==> src/rtl/sspin_pkg.sv <==
// Constants for the strap sampling and status pin block
package sspin_pkg;
   localparam int unsigned SSPIN_PORTS = 4;
   // Divider charging mode set
   localparam logic [1:0] SSPIN_DIV_ALL  = 2'h0;
   localparam logic [1:0] SSPIN_DIV_TOP  = 2'h1;
   localparam logic [1:0] SSPIN_DIV_NONE = 2'h2;
   // APB map
   localparam logic [11:0] SSPIN_CTRL_OFS   = 12'h000;
   localparam logic [11:0] SSPIN_STRAP_OFS  = 12'h004;
   localparam logic [11:0] SSPIN_PORT_OFS   = 12'h008;
   localparam logic [11:0] SSPIN_STATUS_OFS = 12'h00c;
   // Control fields
   localparam int unsigned SSPIN_CTRL_STSEN = 0;
   localparam int unsigned SSPIN_CTRL_TOPC  = 1;
   // Strap readback fields
   localparam int unsigned SSPIN_ST_PMGMT = 0;
   localparam int unsigned SSPIN_ST_POL   = 1;
   localparam int unsigned SSPIN_ST_IFACE = 2;
   localparam int unsigned SSPIN_ST_AUTO  = 3;
   localparam int unsigned SSPIN_ST_DONE  = 4;
   localparam logic [31:0] SSPIN_CTRL_RST = 32'h0000_0000;
   localparam logic [3:0]  SSPIN_PORT_RST = 4'h0;
   typedef enum logic [1:0] {
      SSPIN_RESET  = 2'b00,
      SSPIN_SAMPLE = 2'b01,
      SSPIN_RUN    = 2'b10,
      SSPIN_FILL   = 2'b11
   } sspin_state_t;
endpackage

==> src/rtl/sspin_top.sv <==
// Strap sampling, power output polarity and status pin driving
`timescale 1ns/100ps
module sspin_top
   import sspin_pkg::*;
#(
   parameter int unsigned PORTS = SSPIN_PORTS
) (
   input  wire logic             clk,
   input  wire logic             resetn,
   input  wire logic             psel,
   input  wire logic             penable,
   input  wire logic             pwrite,
   input  wire logic [11:0]      paddr,
   input  wire logic [31:0]      pwdata,
   output logic      [31:0]      prdata,
   output logic                  pready,
   output logic                  pslverr,
   input  wire logic             pmgmt_pin_in,
   output logic                  pmgmt_pin_out,
   output logic                  pmgmt_pin_oe,
   input  wire logic             iface_pin_in,
   output logic                  iface_pin_out,
   output logic                  iface_pin_oe,
   input  wire logic             power_out_polarity_strap,
   input  wire logic             auto_charge_strap_n,
   input  wire logic             ss_connected,
   input  wire logic             ss_suspended,
   output logic      [PORTS-1:0] port_power_out,
   output logic                  slave_addr_bit1,
   output logic                  i2c_master_sel,
   output logic                  auto_charge_en,
   output logic                  power_mgmt_strap_n,
   output logic      [1:0]       divider_charge_mode
);

   // Pin synchronisers, two flops each
   logic [3:0] sync1_r, sync2_r;
   always_ff @(posedge clk or negedge resetn) begin
      if (!resetn) begin
         sync1_r <= 4'h0;
         sync2_r <= 4'h0;
      end else begin
         sync1_r <= {auto_charge_strap_n, power_out_polarity_strap, iface_pin_in, pmgmt_pin_in};
         sync2_r <= sync1_r;
      end
   end

   // Status inputs come from the same clock domain
   sspin_state_t state_r, state_nxt;
   logic pmgmt_r, pmgmt_nxt, pol_r, pol_nxt, iface_r, iface_nxt, auto_r, auto_nxt;
   logic stsen_r, stsen_nxt, topc_r, topc_nxt;
   logic [PORTS-1:0] port_en_r, port_en_nxt;
   logic [PORTS-1:0] pwr_r, pwr_nxt;
   logic suspo_r, suspo_nxt, conno_r, conno_nxt;
   logic [31:0] prdata_r, prdata_nxt;
   logic wr_en, rd_en, mapped;

   assign wr_en = psel && penable && pwrite;
   assign rd_en = psel && !penable && !pwrite;
   assign mapped = (paddr == SSPIN_CTRL_OFS) || (paddr == SSPIN_STRAP_OFS) ||
                   (paddr == SSPIN_PORT_OFS) || (paddr == SSPIN_STATUS_OFS);

   always_comb begin
      state_nxt   = state_r;
      pmgmt_nxt   = pmgmt_r;
      pol_nxt     = pol_r;
      iface_nxt   = iface_r;
      auto_nxt    = auto_r;
      stsen_nxt   = stsen_r;
      topc_nxt    = topc_r;
      port_en_nxt = port_en_r;
      unique case (state_r)
         // Synchroniser needs two edges to fill before the pins are trusted
         SSPIN_RESET: begin
            state_nxt = SSPIN_FILL;
         end
         // Extra cycle so the second flop holds a pin level taken after release
         SSPIN_FILL: begin
            state_nxt = SSPIN_SAMPLE;
         end
         SSPIN_SAMPLE: begin
            state_nxt = SSPIN_RUN;
            pmgmt_nxt = sync2_r[0];
            pol_nxt   = sync2_r[2];
            iface_nxt = sync2_r[1];
            auto_nxt  = sync2_r[3];
            topc_nxt  = sync2_r[0];
         end
         SSPIN_RUN: begin
            if (wr_en && paddr == SSPIN_CTRL_OFS) begin
               stsen_nxt = pwdata[SSPIN_CTRL_STSEN];
               topc_nxt  = pwdata[SSPIN_CTRL_TOPC];
            end
            if (wr_en && paddr == SSPIN_PORT_OFS) begin
               port_en_nxt = pwdata[PORTS-1:0];
            end
         end
      endcase
   end

   always_comb begin
      for (int i = 0; i < PORTS; i++) begin
         pwr_nxt[i] = ((state_r == SSPIN_RUN) && !pmgmt_r && port_en_r[i]) ? pol_r : !pol_r;
      end
      if (state_r != SSPIN_RUN) begin
         pwr_nxt = '0;
      end
      suspo_nxt = ss_suspended;
      conno_nxt = ss_connected;
      prdata_nxt = prdata_r;
      if (rd_en) begin
         unique case (paddr)
            SSPIN_CTRL_OFS:   prdata_nxt = {30'h0, topc_r, stsen_r};
            SSPIN_STRAP_OFS:  prdata_nxt = {27'h0, state_r == SSPIN_RUN, auto_r, iface_r, pol_r, pmgmt_r};
            SSPIN_PORT_OFS:   prdata_nxt = {{(32-PORTS){1'b0}}, port_en_r};
            SSPIN_STATUS_OFS: prdata_nxt = {30'h0, ss_connected, ss_suspended};
            default:          prdata_nxt = 32'h0;
         endcase
      end
   end

   always_ff @(posedge clk or negedge resetn) begin
      if (!resetn) begin
         state_r   <= SSPIN_RESET;
         pmgmt_r   <= 1'b1;
         pol_r     <= 1'b1;
         iface_r   <= 1'b1;
         auto_r    <= 1'b1;
         stsen_r   <= SSPIN_CTRL_RST[SSPIN_CTRL_STSEN];
         topc_r    <= SSPIN_CTRL_RST[SSPIN_CTRL_TOPC];
         port_en_r <= SSPIN_PORT_RST;
         pwr_r     <= '0;
         suspo_r   <= 1'b0;
         conno_r   <= 1'b0;
         prdata_r  <= 32'h0;
      end else begin
         state_r   <= state_nxt;
         pmgmt_r   <= pmgmt_nxt;
         pol_r     <= pol_nxt;
         iface_r   <= iface_nxt;
         auto_r    <= auto_nxt;
         stsen_r   <= stsen_nxt;
         topc_r    <= topc_nxt;
         port_en_r <= port_en_nxt;
         pwr_r     <= pwr_nxt;
         suspo_r   <= suspo_nxt;
         conno_r   <= conno_nxt;
         prdata_r  <= prdata_nxt;
      end
   end

   // pins drive only after sampling and when enabled
   assign pmgmt_pin_oe  = (state_r == SSPIN_RUN) && stsen_r;
   assign iface_pin_oe  = (state_r == SSPIN_RUN) && stsen_r;
   assign pmgmt_pin_out = conno_r;
   assign iface_pin_out = suspo_r;

   assign port_power_out     = pwr_r;
   assign power_mgmt_strap_n = pmgmt_r;
   assign slave_addr_bit1    = pmgmt_r && !iface_r;
   assign i2c_master_sel     = iface_r;
   assign auto_charge_en     = (state_r == SSPIN_RUN) && !auto_r;
   assign divider_charge_mode = !auto_charge_en ? SSPIN_DIV_NONE : (topc_r ? SSPIN_DIV_TOP : SSPIN_DIV_ALL);

   assign prdata  = prdata_r;
   assign pready  = 1'b1;
   assign pslverr = psel && penable && !mapped;

   for (genvar g = 0; g < PORTS; g++) begin : g_port_chk

   end
endmodule

==> config.mk <==
export PLATFORM = sky130hd
export DESIGN_NAME = sspin_top
export DESIGN_NICKNAME = d
export VERILOG_FILES = /design/src/rtl/sspin_pkg.sv /design/src/rtl/sspin_top.sv
export SDC_FILE = /design/constraint.sdc
export NUM_CORES = 1
export LEC_CHECK = 0
export BUFFER_PORTS_ARGS = -buffer_cell sky130_fd_sc_hd__buf_2
export CAP_MARGIN = 15
export CORE_ASPECT_RATIO = 0.9
export CORE_UTILIZATION = 44
export CTS_CLUSTER_DIAMETER = 120
export DETAILED_ROUTE_END_ITERATION = 10
export PLACE_DENSITY_LB_ADDON = 0.1
export SETUP_SLACK_MARGIN = 0.2
export SLEW_MARGIN = 10
export SYNTH_ARGS = -nofsm -noshare
export SYNTH_HDL_FRONTEND = slang
export SYNTH_SLANG_ARGS = --single-unit
==> constraint.sdc <==
create_clock -name clk -period 3.8 [get_ports clk]
set_input_delay 0.19 -clock clk [delete_from_list [all_inputs] [get_ports clk]]
set_output_delay 0.19 -clock clk [all_outputs]
set_load 0.01 [all_outputs]
==> flow_metrics.py, run 1 <==
metrics = {
    "outcome": {
        "outcome": "complete, no violations",
    },
    "synth": {
        "syn_area_per_cell_um2": 11.1,
        "yosys.area.top_type_share_pct": 45.6,
        "seq_area_frac_synth_pct": 52.7,
        "synth_area_leaders": "dfrtp_1 (46%), buf_4 (15%), dfstp_2 (7.1%)",
        "yosysTopAreaCell": "dfrtp_1",
        "synthCells": 133,
        "synth.distinct_cells": 26,
        "yosysWarningCount": 0,
        "synth_area_mm2": 0.00148,
        "synth-seq-cells": 31,
    },
    "global_routing": {
        "grt_pass1_wl_mm": 4.11,
        "grt_usage_pct": 16.2,
        "antenna_found_initial": 0,
        "grt_max_degree": 32,
        "grt_pass1_vias": 897,
        "gr-total-overflow": 0,
    },
    "critical_path": {
        "critPathTopFamily": "simple AND/OR/NAND/NOR gates",
        "crit_path_max_incr_delay_ns": 0.53,
        "worstPathRequired_ns": 3.97,
        "crit_chain": "nand2b_2 -> or4_4 -> nor2_1 -> mux2_2",
        "cp.arrival_ns": 1.92,
        "path_class": "flop to flop",
        "start_kind": "flop",
        "path_buf_inv": 0,
        "path_max_fanout": 7,
        "cpMaxStageDelayCell": "or4_4",
        "worstSetupEndpointType": "flop",
    },
    "place": {
        "port_buffers": 46,
        "place_congestion": 0.755,
        "preCtsSetupSlack_ns": 2.05,
        "post-dp-hpwl_mm": 1.95,
        "placedCellCount": 217,
        "placed_area_mm2": 0.00164,
    },
    "drt": {
        "vias_per_cell": 4.50,
        "via_count": 1034,
        "postRouteAntennaNets": 0,
        "dr.pass1.iters": 4,
        "drc": 0,
        "post_drt_wl_per_cell_um": 11.5,
        "dr.first_iter.drc_count": 29,
        "wl_mm": 2.64,
    },
    "floorplan": {
        "rows": 19,
        "core-area_mm2": 0.00314,
        "initial_core_util_pct": 47.2,
        "pin_count": 103,
        "dieArea_mm2": 0.00361,
        "die_w_um": 63.2,
        "fp.dieH_um": 57.1,
    },
    "timing": {
        "rsz0062_at_grt": "false",
        "slew_headroom_pct": 56.3,
        "finalSetupViolCount": 0,
        "fin_ws_ns": 2.05,
        "clock_skew_ns": 0.00364,
        "maxSlewViolCount": 0,
        "whs_ns": 0.0278,
        "fin_crit_ns": 1.75,
        "period_share_pct": 46.2,
        "tns_ns": 0,
        "fmax_ghz": 0.570,
        "hold_viol": 0,
        "tightest_slew_ns": 0.656,
    },
    "final_layout": {
        "mostFrequentLayoutCells": "buf_2 (46), conb_1 (28), dfrtp_1 (27)",
        "drive_gt1_share_pct": 37.8,
        "areaGrowthSynthToFinish_pct": 22.0,
        "fillers": 289,
        "fin_cells": 230,
        "multi_input_area_um2": 567,
        "antenna_cells": 0,
        "nNetsFinal": 242,
        "fin_area_mm2": 0.00181,
        "utilization_pct": 57.7,
        "regArea_um2": 781,
        "layout_commonest_cell": "buf_2",
    },
    "clock_tree": {
        "h-tree-depth": 2,
        "cts.clk_slew.worst_paths_ns": 0.06,
        "cts_buffers": 5,
        "cts_setup_buffers": 0,
        "clockBufferDepth": 2,
        "insertion_delay_ns": 0.28,
        "clkSinkCount": 31,
        "cts_resized": 0,
        "hold_buffers": 4,
        "cts_tree": "yes",
        "cts_root_buf": "clkbuf_8",
    },
    "min_path": {
        "hold_path_class": "input pin to flop",
    },
    "power_and_ir_drop": {
        "leakage_nw": 0.908,
        "power_uw": 744,
        "powerDensity_mw_per_mm2": 411,
        "peakVddDrop_mv": 0.289,
    },
    "job": {
        "max_cap_viol_count": 0,
    },
}
power breakdown:
group / internal [mW] / switching [mW] / total (mW)
combinational: 0.0276 / 0.0381 / 0.0656
sequential: 0.342 / 0.00585 / 0.348
clock: 0.212 / 0.118 / 0.330
total: 0.582 / 0.162 / 0.744
sequential cells by signal, indices dropped and copies added, names as in the netlist:
register / count
auto_r: 1
i2c_master_sel: 1
iface_pin_out: 1
pmgmt_pin_out: 1
pol_r: 1
port_en_r: 4
port_power_out: 4
power_mgmt_strap_n: 1
prdata: 5
state_r: 2
stsen_r: 1
sync1_r: 4
sync2_r: 4
topc_r: 1
cell type report:
cell class,count,share of cell area (%)
clock buffers,6,4.56
clock inverters,2,1.94
inverters,3,0.622
multi-input cells,95,31.3
flip-flops and latches,31,43.2
well taps,42,2.90
repair buffers,51,15.5
worst register-to-register path, delay by kind of cell, from the launching register on:
family           cells  cell delay (ns)
flip-flops           1             0.40
multiplexers         1             0.34
AND/OR/NAND/NOR      3             0.91
kinds of logic (layout without fill, tap and decap cells):
| kind of cell | count (synthesis) | in the layout | share of synthesized area (%) |
|---|---|---|---|
| AND/OR/NAND/NOR | 44 | 44 | 15.1 |
| buffers and inverters | 33 | 62 | 15.7 |
| flip-flops | 31 | 31 | 52.7 |
| multiplexers | 11 | 11 | 9.87 |
| AO/OA/AOI/OAI | 8 | 8 | 3.80 |
| XOR/XNOR | 4 | 4 | 2.36 |
| other | 2 | 28 | 0.507 |
worst paths after layout:
kind | startpoint | endpoint | slack [ns] | depth (start not counted)
hold reg to reg | sync1_r[3]$_DFF_PN0_ | sync2_r[3]$_DFF_PN0_ | 0.35 | 0
setup / recovery | state_r[0]$_DFFE_PN0P_ | stsen_r$_DFFE_PN0P_ | 2.05 | 4
min in group asynchronous | resetn | prdata[4]$_DFFE_PN0P_ | 0.47 | 2
max in group asynchronous | resetn | port_en_r[2]$_DFFE_PN0P_ | 2.91 | 2
hold / removal | ss_suspended | iface_pin_out$_DFF_PN0_ | 0.03 | 1
setup reg to reg | state_r[0]$_DFFE_PN0P_ | stsen_r$_DFFE_PN0P_ | 2.05 | 4
cells in the mapped netlist:
library cell and count:
buf_4 29, dfrtp_1 27, nor2_1 13, mux2_2 9, nand2_1 9, nand2b_1 5
dfstp_2 4, nor2b_1 4, xnor2_1 4, inv_1 3, nand3_1 3, o21ai_0 3
a22oi_1 2, conb_1 2, mux4_2 2, nor3_1 2, nor4_1 2, o31ai_1 2
and2_1 1, and3_1 1, and4_1 1, clkbuf_1 1, nand2b_2 1, nand4_1 1
o221a_1 1, or4_4 1
routing by layer:
| layer | vias up | share of wire (%) | routed length, um | track usage, % |
|---|---|---|---|---|
| met5 | - | 0 | 0 | 0 |
| met4 | 0 | 2.1 | 55 | 9.74 |
| met3 | 4 | 7.5 | 199 | 8.20 |
| met2 | 45 | 50 | 1330 | 24.9 |
| met1 | 492 | 40 | 1050 | 18.3 |
| li1 | 493 | - | - | - |
Power figures use the tool's default switching activity.
==> run 2, diff against run 1 <==
--- a/config.mk
+++ b/config.mk
@@ -8,7 +8,7 @@
 export BUFFER_PORTS_ARGS = -buffer_cell sky130_fd_sc_hd__buf_2
 export CAP_MARGIN = 15
 export CORE_ASPECT_RATIO = 0.9
-export CORE_UTILIZATION = 44
+export CORE_UTILIZATION = 41
 export CTS_CLUSTER_DIAMETER = 120
 export DETAILED_ROUTE_END_ITERATION = 10
 export PLACE_DENSITY_LB_ADDON = 0.1
==> constraint.sdc (replaced) <==
create_clock -name clk -period 1.71 [get_ports clk]
set_input_delay 0.0855 -clock clk [delete_from_list [all_inputs] [get_ports clk]]
set_output_delay 0.0855 -clock clk [all_outputs]
set_load 0.01 [all_outputs]
==> flow_metrics.py, run 2 (same netlist as run 1, synthesis figures left out) <==
metrics = {
    "critical_path": {
        "r2r_cells": 4,
        "worstSetupEndpointType": "flop",
        "reg2reg_from": "state_r[0]$_DFFE_PN0P_",
        "path_max_fanout": 3,
        "start_kind": "flop",
        "cpMaxStageDelayCell": "or4_4",
        "reg2reg_slack_ns": 0.22,
        "path_buf_inv": 0,
        "path_class": "flop to flop",
        "worstPathRequired_ns": 1.87,
        "critPathTopFamily": "simple AND/OR/NAND/NOR gates",
        "crit_chain": "nand2b_4 -> or4_4 -> nor2_2 -> mux2_2",
        "crit_path_end": "stsen_r$_DFFE_PN0P_",
        "crit_path_max_incr_delay_ns": 0.43,
        "cp.arrival_ns": 1.66,
        "startpoint": "state_r[0]$_DFFE_PN0P_",
        "reg2reg_to": "stsen_r$_DFFE_PN0P_",
        "cp_num_cells": 4,
    },
    "global_routing": {
        "grt_pass1_wl_mm": 4.25,
        "grt_usage_pct": 15.2,
        "grt_max_degree": 32,
        "antenna_found_initial": 0,
        "gr-total-overflow": 0,
        "grt_pass1_vias": 956,
    },
    "power_and_ir_drop": {
        "leakage_nw": 0.926,
        "powerDensity_mw_per_mm2": 792,
        "peakVddDrop_mv": 0.479,
    },
    "drt": {
        "wl_mm": 2.59,
        "dr.pass1.iters": 3,
        "post_drt_wl_per_cell_um": 10.9,
        "postRouteAntennaNets": 0,
        "via_count": 1055,
        "drc": 0,
        "vias_per_cell": 4.45,
        "dr.first_iter.drc_count": 10,
    },
    "clock_tree": {
        "insertion_delay_ns": 0.28,
        "cts_tree": "yes",
        "h-tree-depth": 2,
        "cts_root_buf": "clkbuf_8",
        "clockBufferDepth": 2,
        "cts_buffers": 5,
        "clkSinkCount": 31,
        "cts.clk_slew.worst_paths_ns": 0.06,
    },
    "timing": {
        "finalSetupViolCount": 0,
        "hold_viol": 0,
        "fmax_ghz": 0.670,
        "tightest_slew_ns": 0.655,
        "period_share_pct": 87.3,
        "tns_ns": 0,
        "rsz0062_at_grt": "true",
        "fin_crit_ns": 1.49,
        "fin_ws_ns": 0.217,
        "slew_headroom_pct": 56.3,
        "clock_skew_ns": 0.00191,
        "maxSlewViolCount": 0,
    },
    "outcome": {
        "outcome": "complete, no violations",
    },
    "place": {
        "place_congestion": 0.752,
        "port_buffers": 46,
        "post-dp-hpwl_mm": 2.05,
        "placed_area_mm2": 0.00166,
        "preCtsSetupSlack_ns": 0.110,
    },
    "final_layout": {
        "multi_input_area_um2": 587,
        "largest_reg_flops": 5,
        "fin_area_mm2": 0.00184,
        "fillers": 332,
        "areaGrowthSynthToFinish_pct": 24.0,
        "regArea_um2": 781,
        "antenna_cells": 0,
        "mostFrequentLayoutCells": "buf_2 (46), conb_1 (28), dfrtp_1 (27)",
        "nNetsFinal": 247,
        "drive_gt1_share_pct": 38.9,
        "layout_commonest_cell": "buf_2",
    },
    "floorplan": {
        "fp.dieH_um": 59.1,
        "pin_count": 103,
        "die_w_um": 65.4,
        "rows": 20,
        "core-area_mm2": 0.00340,
        "initial_core_util_pct": 43.6,
        "dieArea_mm2": 0.00386,
    },
    "min_path": {
        "hold_path_class": "input pin to flop",
    },
    "job": {
        "max_cap_viol_count": 0,
    },
}
## run 2: changes by cell type in the layout (fill, tap and decap cells not counted), sizes merged
cell         change
clkbuf           +1
buf              +3
dlygate4sd3      +2
bufinv           -1
## run 2: cell type report
cell class | instances | area share [%]
sequential | 31 | 42.5
timing repair buffer | 56 | 17.6
inverter | 3 | 0.613
multi-input combinational | 95 | 31.9
clock buffer | 7 | 4.15
tap | 44 | 3.00
clock inverter | 1 | 0.272
## run 2: worst min path at each step
stage,start,end,slack [ns],depth (start not counted)
6_report,pwdata[2],port_en_r[2]$_DFFE_PN0P_,0.04,2
5_1_grt,pwdata[2],port_en_r[2]$_DFFE_PN0P_,0.04,2
4_1_cts,pwdata[2],port_en_r[2]$_DFFE_PN0P_,0.03,2
3_5_place_dp,resetn,prdata[1]$_DFFE_PN0P_,0.15,1
3_3_place_gp,resetn,prdata[4]$_DFFE_PN0P_,0.15,1
2_1_floorplan,resetn,iface_pin_out$_DFF_PN0_,-0.21,0
## run 2: repair_timing
item                                    CTS  global route
pin swaps                                 2             1
endpoints found under the setup margin    5             3
buffers inserted                          1             0
hold endpoints to repair                 33             0
hold buffers                              7             0
resized for setup                         2             2
## run 2: per-layer routing
| layer | up-vias | wire (um) | track usage, % |
|---|---|---|---|
| met5 | - | 0 | 0 |
| met4 | 0 | 46 | 7.45 |
| met3 | 8 | 176 | 4.62 |
| met2 | 47 | 1260 | 25.0 |
| met1 | 494 | 1110 | 18.2 |
| li1 | 506 | - | - |
## run 2: metrics by stage
step | hold slack, ns | utilization (%) | std cells | power (mW)
floorplan | -0.210 | - | 159 | 0.901
global placement | 0.150 | 48.9 | 221 | 0.922
detailed placement | 0.154 | 48.9 | 221 | 0.926
CTS | 0.0312 | 53.7 | 237 | 1.47
global route | 0.0415 | 54.0 | 237 | 1.53
finish | 0.0362 | 54.0 | 237 | 1.45
## run 2: power breakdown
part           switching, mW  internal (mW)  leakage (nW)
clock                  0.246          0.285        0.0422
combinational         0.0859         0.0646         0.504
sequential            0.0129          0.761         0.379
total                  0.345           1.11         0.926
==> run 3, diff against run 2 <==
--- a/config.mk
+++ b/config.mk
@@ -5,14 +5,16 @@
 export SDC_FILE = /design/constraint.sdc
 export NUM_CORES = 1
 export LEC_CHECK = 0
+export ABC_AREA = 1
 export BUFFER_PORTS_ARGS = -buffer_cell sky130_fd_sc_hd__buf_2
 export CAP_MARGIN = 15
 export CORE_ASPECT_RATIO = 0.9
-export CORE_UTILIZATION = 41
+export CORE_UTILIZATION = 42
 export CTS_CLUSTER_DIAMETER = 120
 export DETAILED_ROUTE_END_ITERATION = 10
-export PLACE_DENSITY_LB_ADDON = 0.1
+export PLACE_DENSITY = 0.8
 export SETUP_SLACK_MARGIN = 0.2
+export SKIP_LAST_GASP = 1
 export SLEW_MARGIN = 10
 export SYNTH_ARGS = -nofsm -noshare
 export SYNTH_HDL_FRONTEND = slang
==> flow_metrics.py, run 3 <==
metrics = {
    "synth": {
        "synth.distinct_cells": 23,
        "synth_most_common_cell": "nand2_1",
        "synthArstFlopShare_pct": 100,
        "synth_ff_type": "dfrtp_1",
        "synth_area_leaders": "dfrtp_1 (43%), buf_4 (14%), nand2_1 (9.8%)",
        "synth_edf_count": 0,
        "synth_area_mm2": 0.00157,
        "synthCells": 180,
        "yosysTopAreaCell": "dfrtp_1",
        "yosys.area.top_type_share_pct": 43.0,
        "seq_area_frac_synth_pct": 49.7,
        "yosysWarningCount": 0,
        "synth_commonest_cells": "nand2_1 (41), buf_4 (29), dfrtp_1 (27)",
        "synth-seq-cells": 31,
        "syn_area_per_cell_um2": 8.72,
    },
    "floorplan": {
        "rows": 20,
        "core-area_mm2": 0.00348,
        "die_w_um": 66.5,
        "fp.dieH_um": 60.0,
        "pin_count": 103,
        "dieArea_mm2": 0.00399,
        "initial_core_util_pct": 45.1,
    },
    "min_path": {
        "hold_path_class": "input pin to flop",
        "hold_depth": 3,
    },
    "clock_tree": {
        "h-tree-depth": 2,
        "insertion_delay_ns": 0.28,
        "clockBufferDepth": 2,
        "cts.clk_slew.worst_paths_ns": 0.07,
        "cts_root_buf": "clkbuf_8",
        "cts_tree": "yes",
        "cts_buffers": 5,
        "clkSinkCount": 31,
    },
    "final_layout": {
        "nNetsFinal": 291,
        "drive_gt1_share_pct": 31.6,
        "layout_commonest_cell": "buf_2",
        "antenna_cells": 0,
        "mostFrequentLayoutCells": "buf_2 (46), nand2_1 (41), conb_1 (28)",
        "areaGrowthSynthToFinish_pct": 22.2,
        "fillers": 329,
        "multi_input_area_um2": 593,
        "largest_reg_flops": 5,
        "regArea_um2": 781,
    },
    "timing": {
        "finalSetupViolCount": 0,
        "period_share_pct": 78.5,
        "slew_headroom_pct": 55.8,
        "clock_skew_ns": 0.00645,
        "tightest_slew_ns": 0.664,
        "fin_crit_ns": 1.34,
        "whs_ns": 0.0348,
        "hold_viol": 0,
        "fmax_ghz": 0.745,
        "rsz0062_at_grt": "false",
        "tns_ns": 0,
        "maxSlewViolCount": 0,
    },
    "critical_path": {
        "cp_num_cells": 6,
        "critPathTopFamily": "flip-flops",
        "path_class": "flop to primary output",
        "crit_chain": "inv_1 -> nand2_2 -> nor2_2 -> inv_1 -> nor2_1 -> buf_2",
        "crit_path_max_incr_delay_ns": 0.38,
        "reg2reg_slack_ns": 0.47,
        "cpMaxStageDelayCell": "dfrtp_1",
        "reg2reg_from": "state_r[0]$_DFFE_PN0P_",
        "startpoint": "state_r[0]$_DFFE_PN0P_",
        "critical_path.most_common_cell": "inv_1",
        "reg2reg_to": "port_en_r[2]$_DFFE_PN0P_",
        "crit_path_end": "divider_charge_mode[0]",
        "worstPathRequired_ns": 1.62,
        "worstSetupEndpointType": "primary output",
        "start_kind": "flop",
        "path_max_fanout": 7,
        "r2r_cells": 6,
        "cp.arrival_ns": 1.26,
        "path_buf_inv": 3,
    },
    "drt": {
        "wl_mm": 2.96,
        "vias_per_cell": 4.40,
        "postRouteAntennaNets": 0,
        "post_drt_wl_per_cell_um": 10.5,
        "dr.first_iter.drc_count": 20,
        "dr.pass1.iters": 4,
        "via_count": 1237,
        "drc": 0,
    },
    "global_routing": {
        "grt_max_degree": 32,
        "grt_pass1_vias": 1134,
        "antenna_found_initial": 0,
        "gr-total-overflow": 0,
        "grt_usage_pct": 17.1,
        "grt_pass1_wl_mm": 4.82,
    },
    "outcome": {
        "outcome": "complete, no violations",
    },
    "power_and_ir_drop": {
        "leakage_nw": 1.03,
        "peakVddDrop_mv": 0.532,
        "powerDensity_mw_per_mm2": 862,
        "power_mw": 1.65,
    },
    "job": {
        "max_cap_viol_count": 0,
    },
    "place": {
        "post-dp-hpwl_mm": 2.26,
        "port_buffers": 46,
        "place_congestion": 0.796,
    },
}
[run 3: cell count changes after synthesis, sizes merged, moves of 3 or more]
cell | before | now
nand2 | 9 | 44
o21ai | 3 | 18
inv | 3 | 17
mux2 | 9 | 0
nand3 | 3 | 12
nand2b | 6 | 0
a21oi | 0 | 5
nor2b | 4 | 0
xnor2 | 4 | 0
nor2 | 13 | 16
[run 3: metal layers]
metal  GRT usage (%)  vias up  part of all wire, %
li1                -      618                    -
met1            19.9      561                   43
met2            28.9       53                   48
met3            5.34        5                  7.0
met4            7.90        0                  1.3
met5               0        -                    0
[run 3: worst min-delay path by stage]
stage | start | end | slack, ns
3_5_place_dp | resetn | sync1_r[2]$_DFF_PN0_ | 0.16
5_1_grt | pwdata[2] | port_en_r[2]$_DFFE_PN0P_ | 0.05
3_3_place_gp | resetn | sync1_r[2]$_DFF_PN0_ | 0.14
2_1_floorplan | resetn | iface_pin_out$_DFF_PN0_ | -0.21
4_1_cts | pwdata[3] | port_en_r[3]$_DFFE_PN0P_ | 0.03
6_report | pwdata[3] | port_en_r[3]$_DFFE_PN0P_ | 0.03
[run 3: worst reg2reg max path: stages, from the launching register on]
cell and delay [ns]:
dfrtp_1 0.38, inv_1 0.08, nand2_2 0.12, nor3_2 0.19
nand3_2 0.19, nand2_1 0.10, o21ai_1 0.07
[run 3: layout make-up]
| type | instances | area share, % |
|---|---|---|
| flip-flops and latches | 31 | 40.7 |
| inverters | 17 | 3.33 |
| well taps | 44 | 2.87 |
| clock buffers | 6 | 4.31 |
| multi-input cells | 127 | 30.9 |
| clock inverters | 2 | 1.83 |
| repair buffers | 54 | 16.0 |
[run 3: what timing repair did]
item | CTS | global route
hold buffers | 7 | 0
gates resized for setup | 0 | 1
buffers inserted | 0 | 0
endpoints found under the hold margin | 33 | 0
setup endpoints to repair | 0 | 1
[run 3: per-stage QoR]
stage          worst slack (ns)  cell area (um2)  instances  utilization, %
5_1_grt                   0.236             1920        281            55.1
2_1_floorplan             0.583             1670        206               -
4_1_cts                   0.306             1920        281            55.1
3_5_place_dp              0.482             1730        266            49.7
3_3_place_gp              0.509             1730        266            49.7
6_report                  0.368             1920        281            55.1
[run 3: cells by family (layout without fill, tap and decap cells)]
group                  after synthesis  after routing  synth area share [%]
and+or+nand+nor                     75             75                  22.3
AOI/OAI and AO/OA                   24             24                  8.61
DFF                                 31             31                  49.7
buffers and inverters               48             79                  18.9
other                                2             28                 0.478
[run 3: where the power goes]
group | switching, mW | internal [mW] | total, mW
Sequential | 0.0111 | 0.761 | 0.772
Combinational | 0.0962 | 0.0552 | 0.151
Clock | 0.259 | 0.471 | 0.729
Total | 0.366 | 1.29 | 1.65
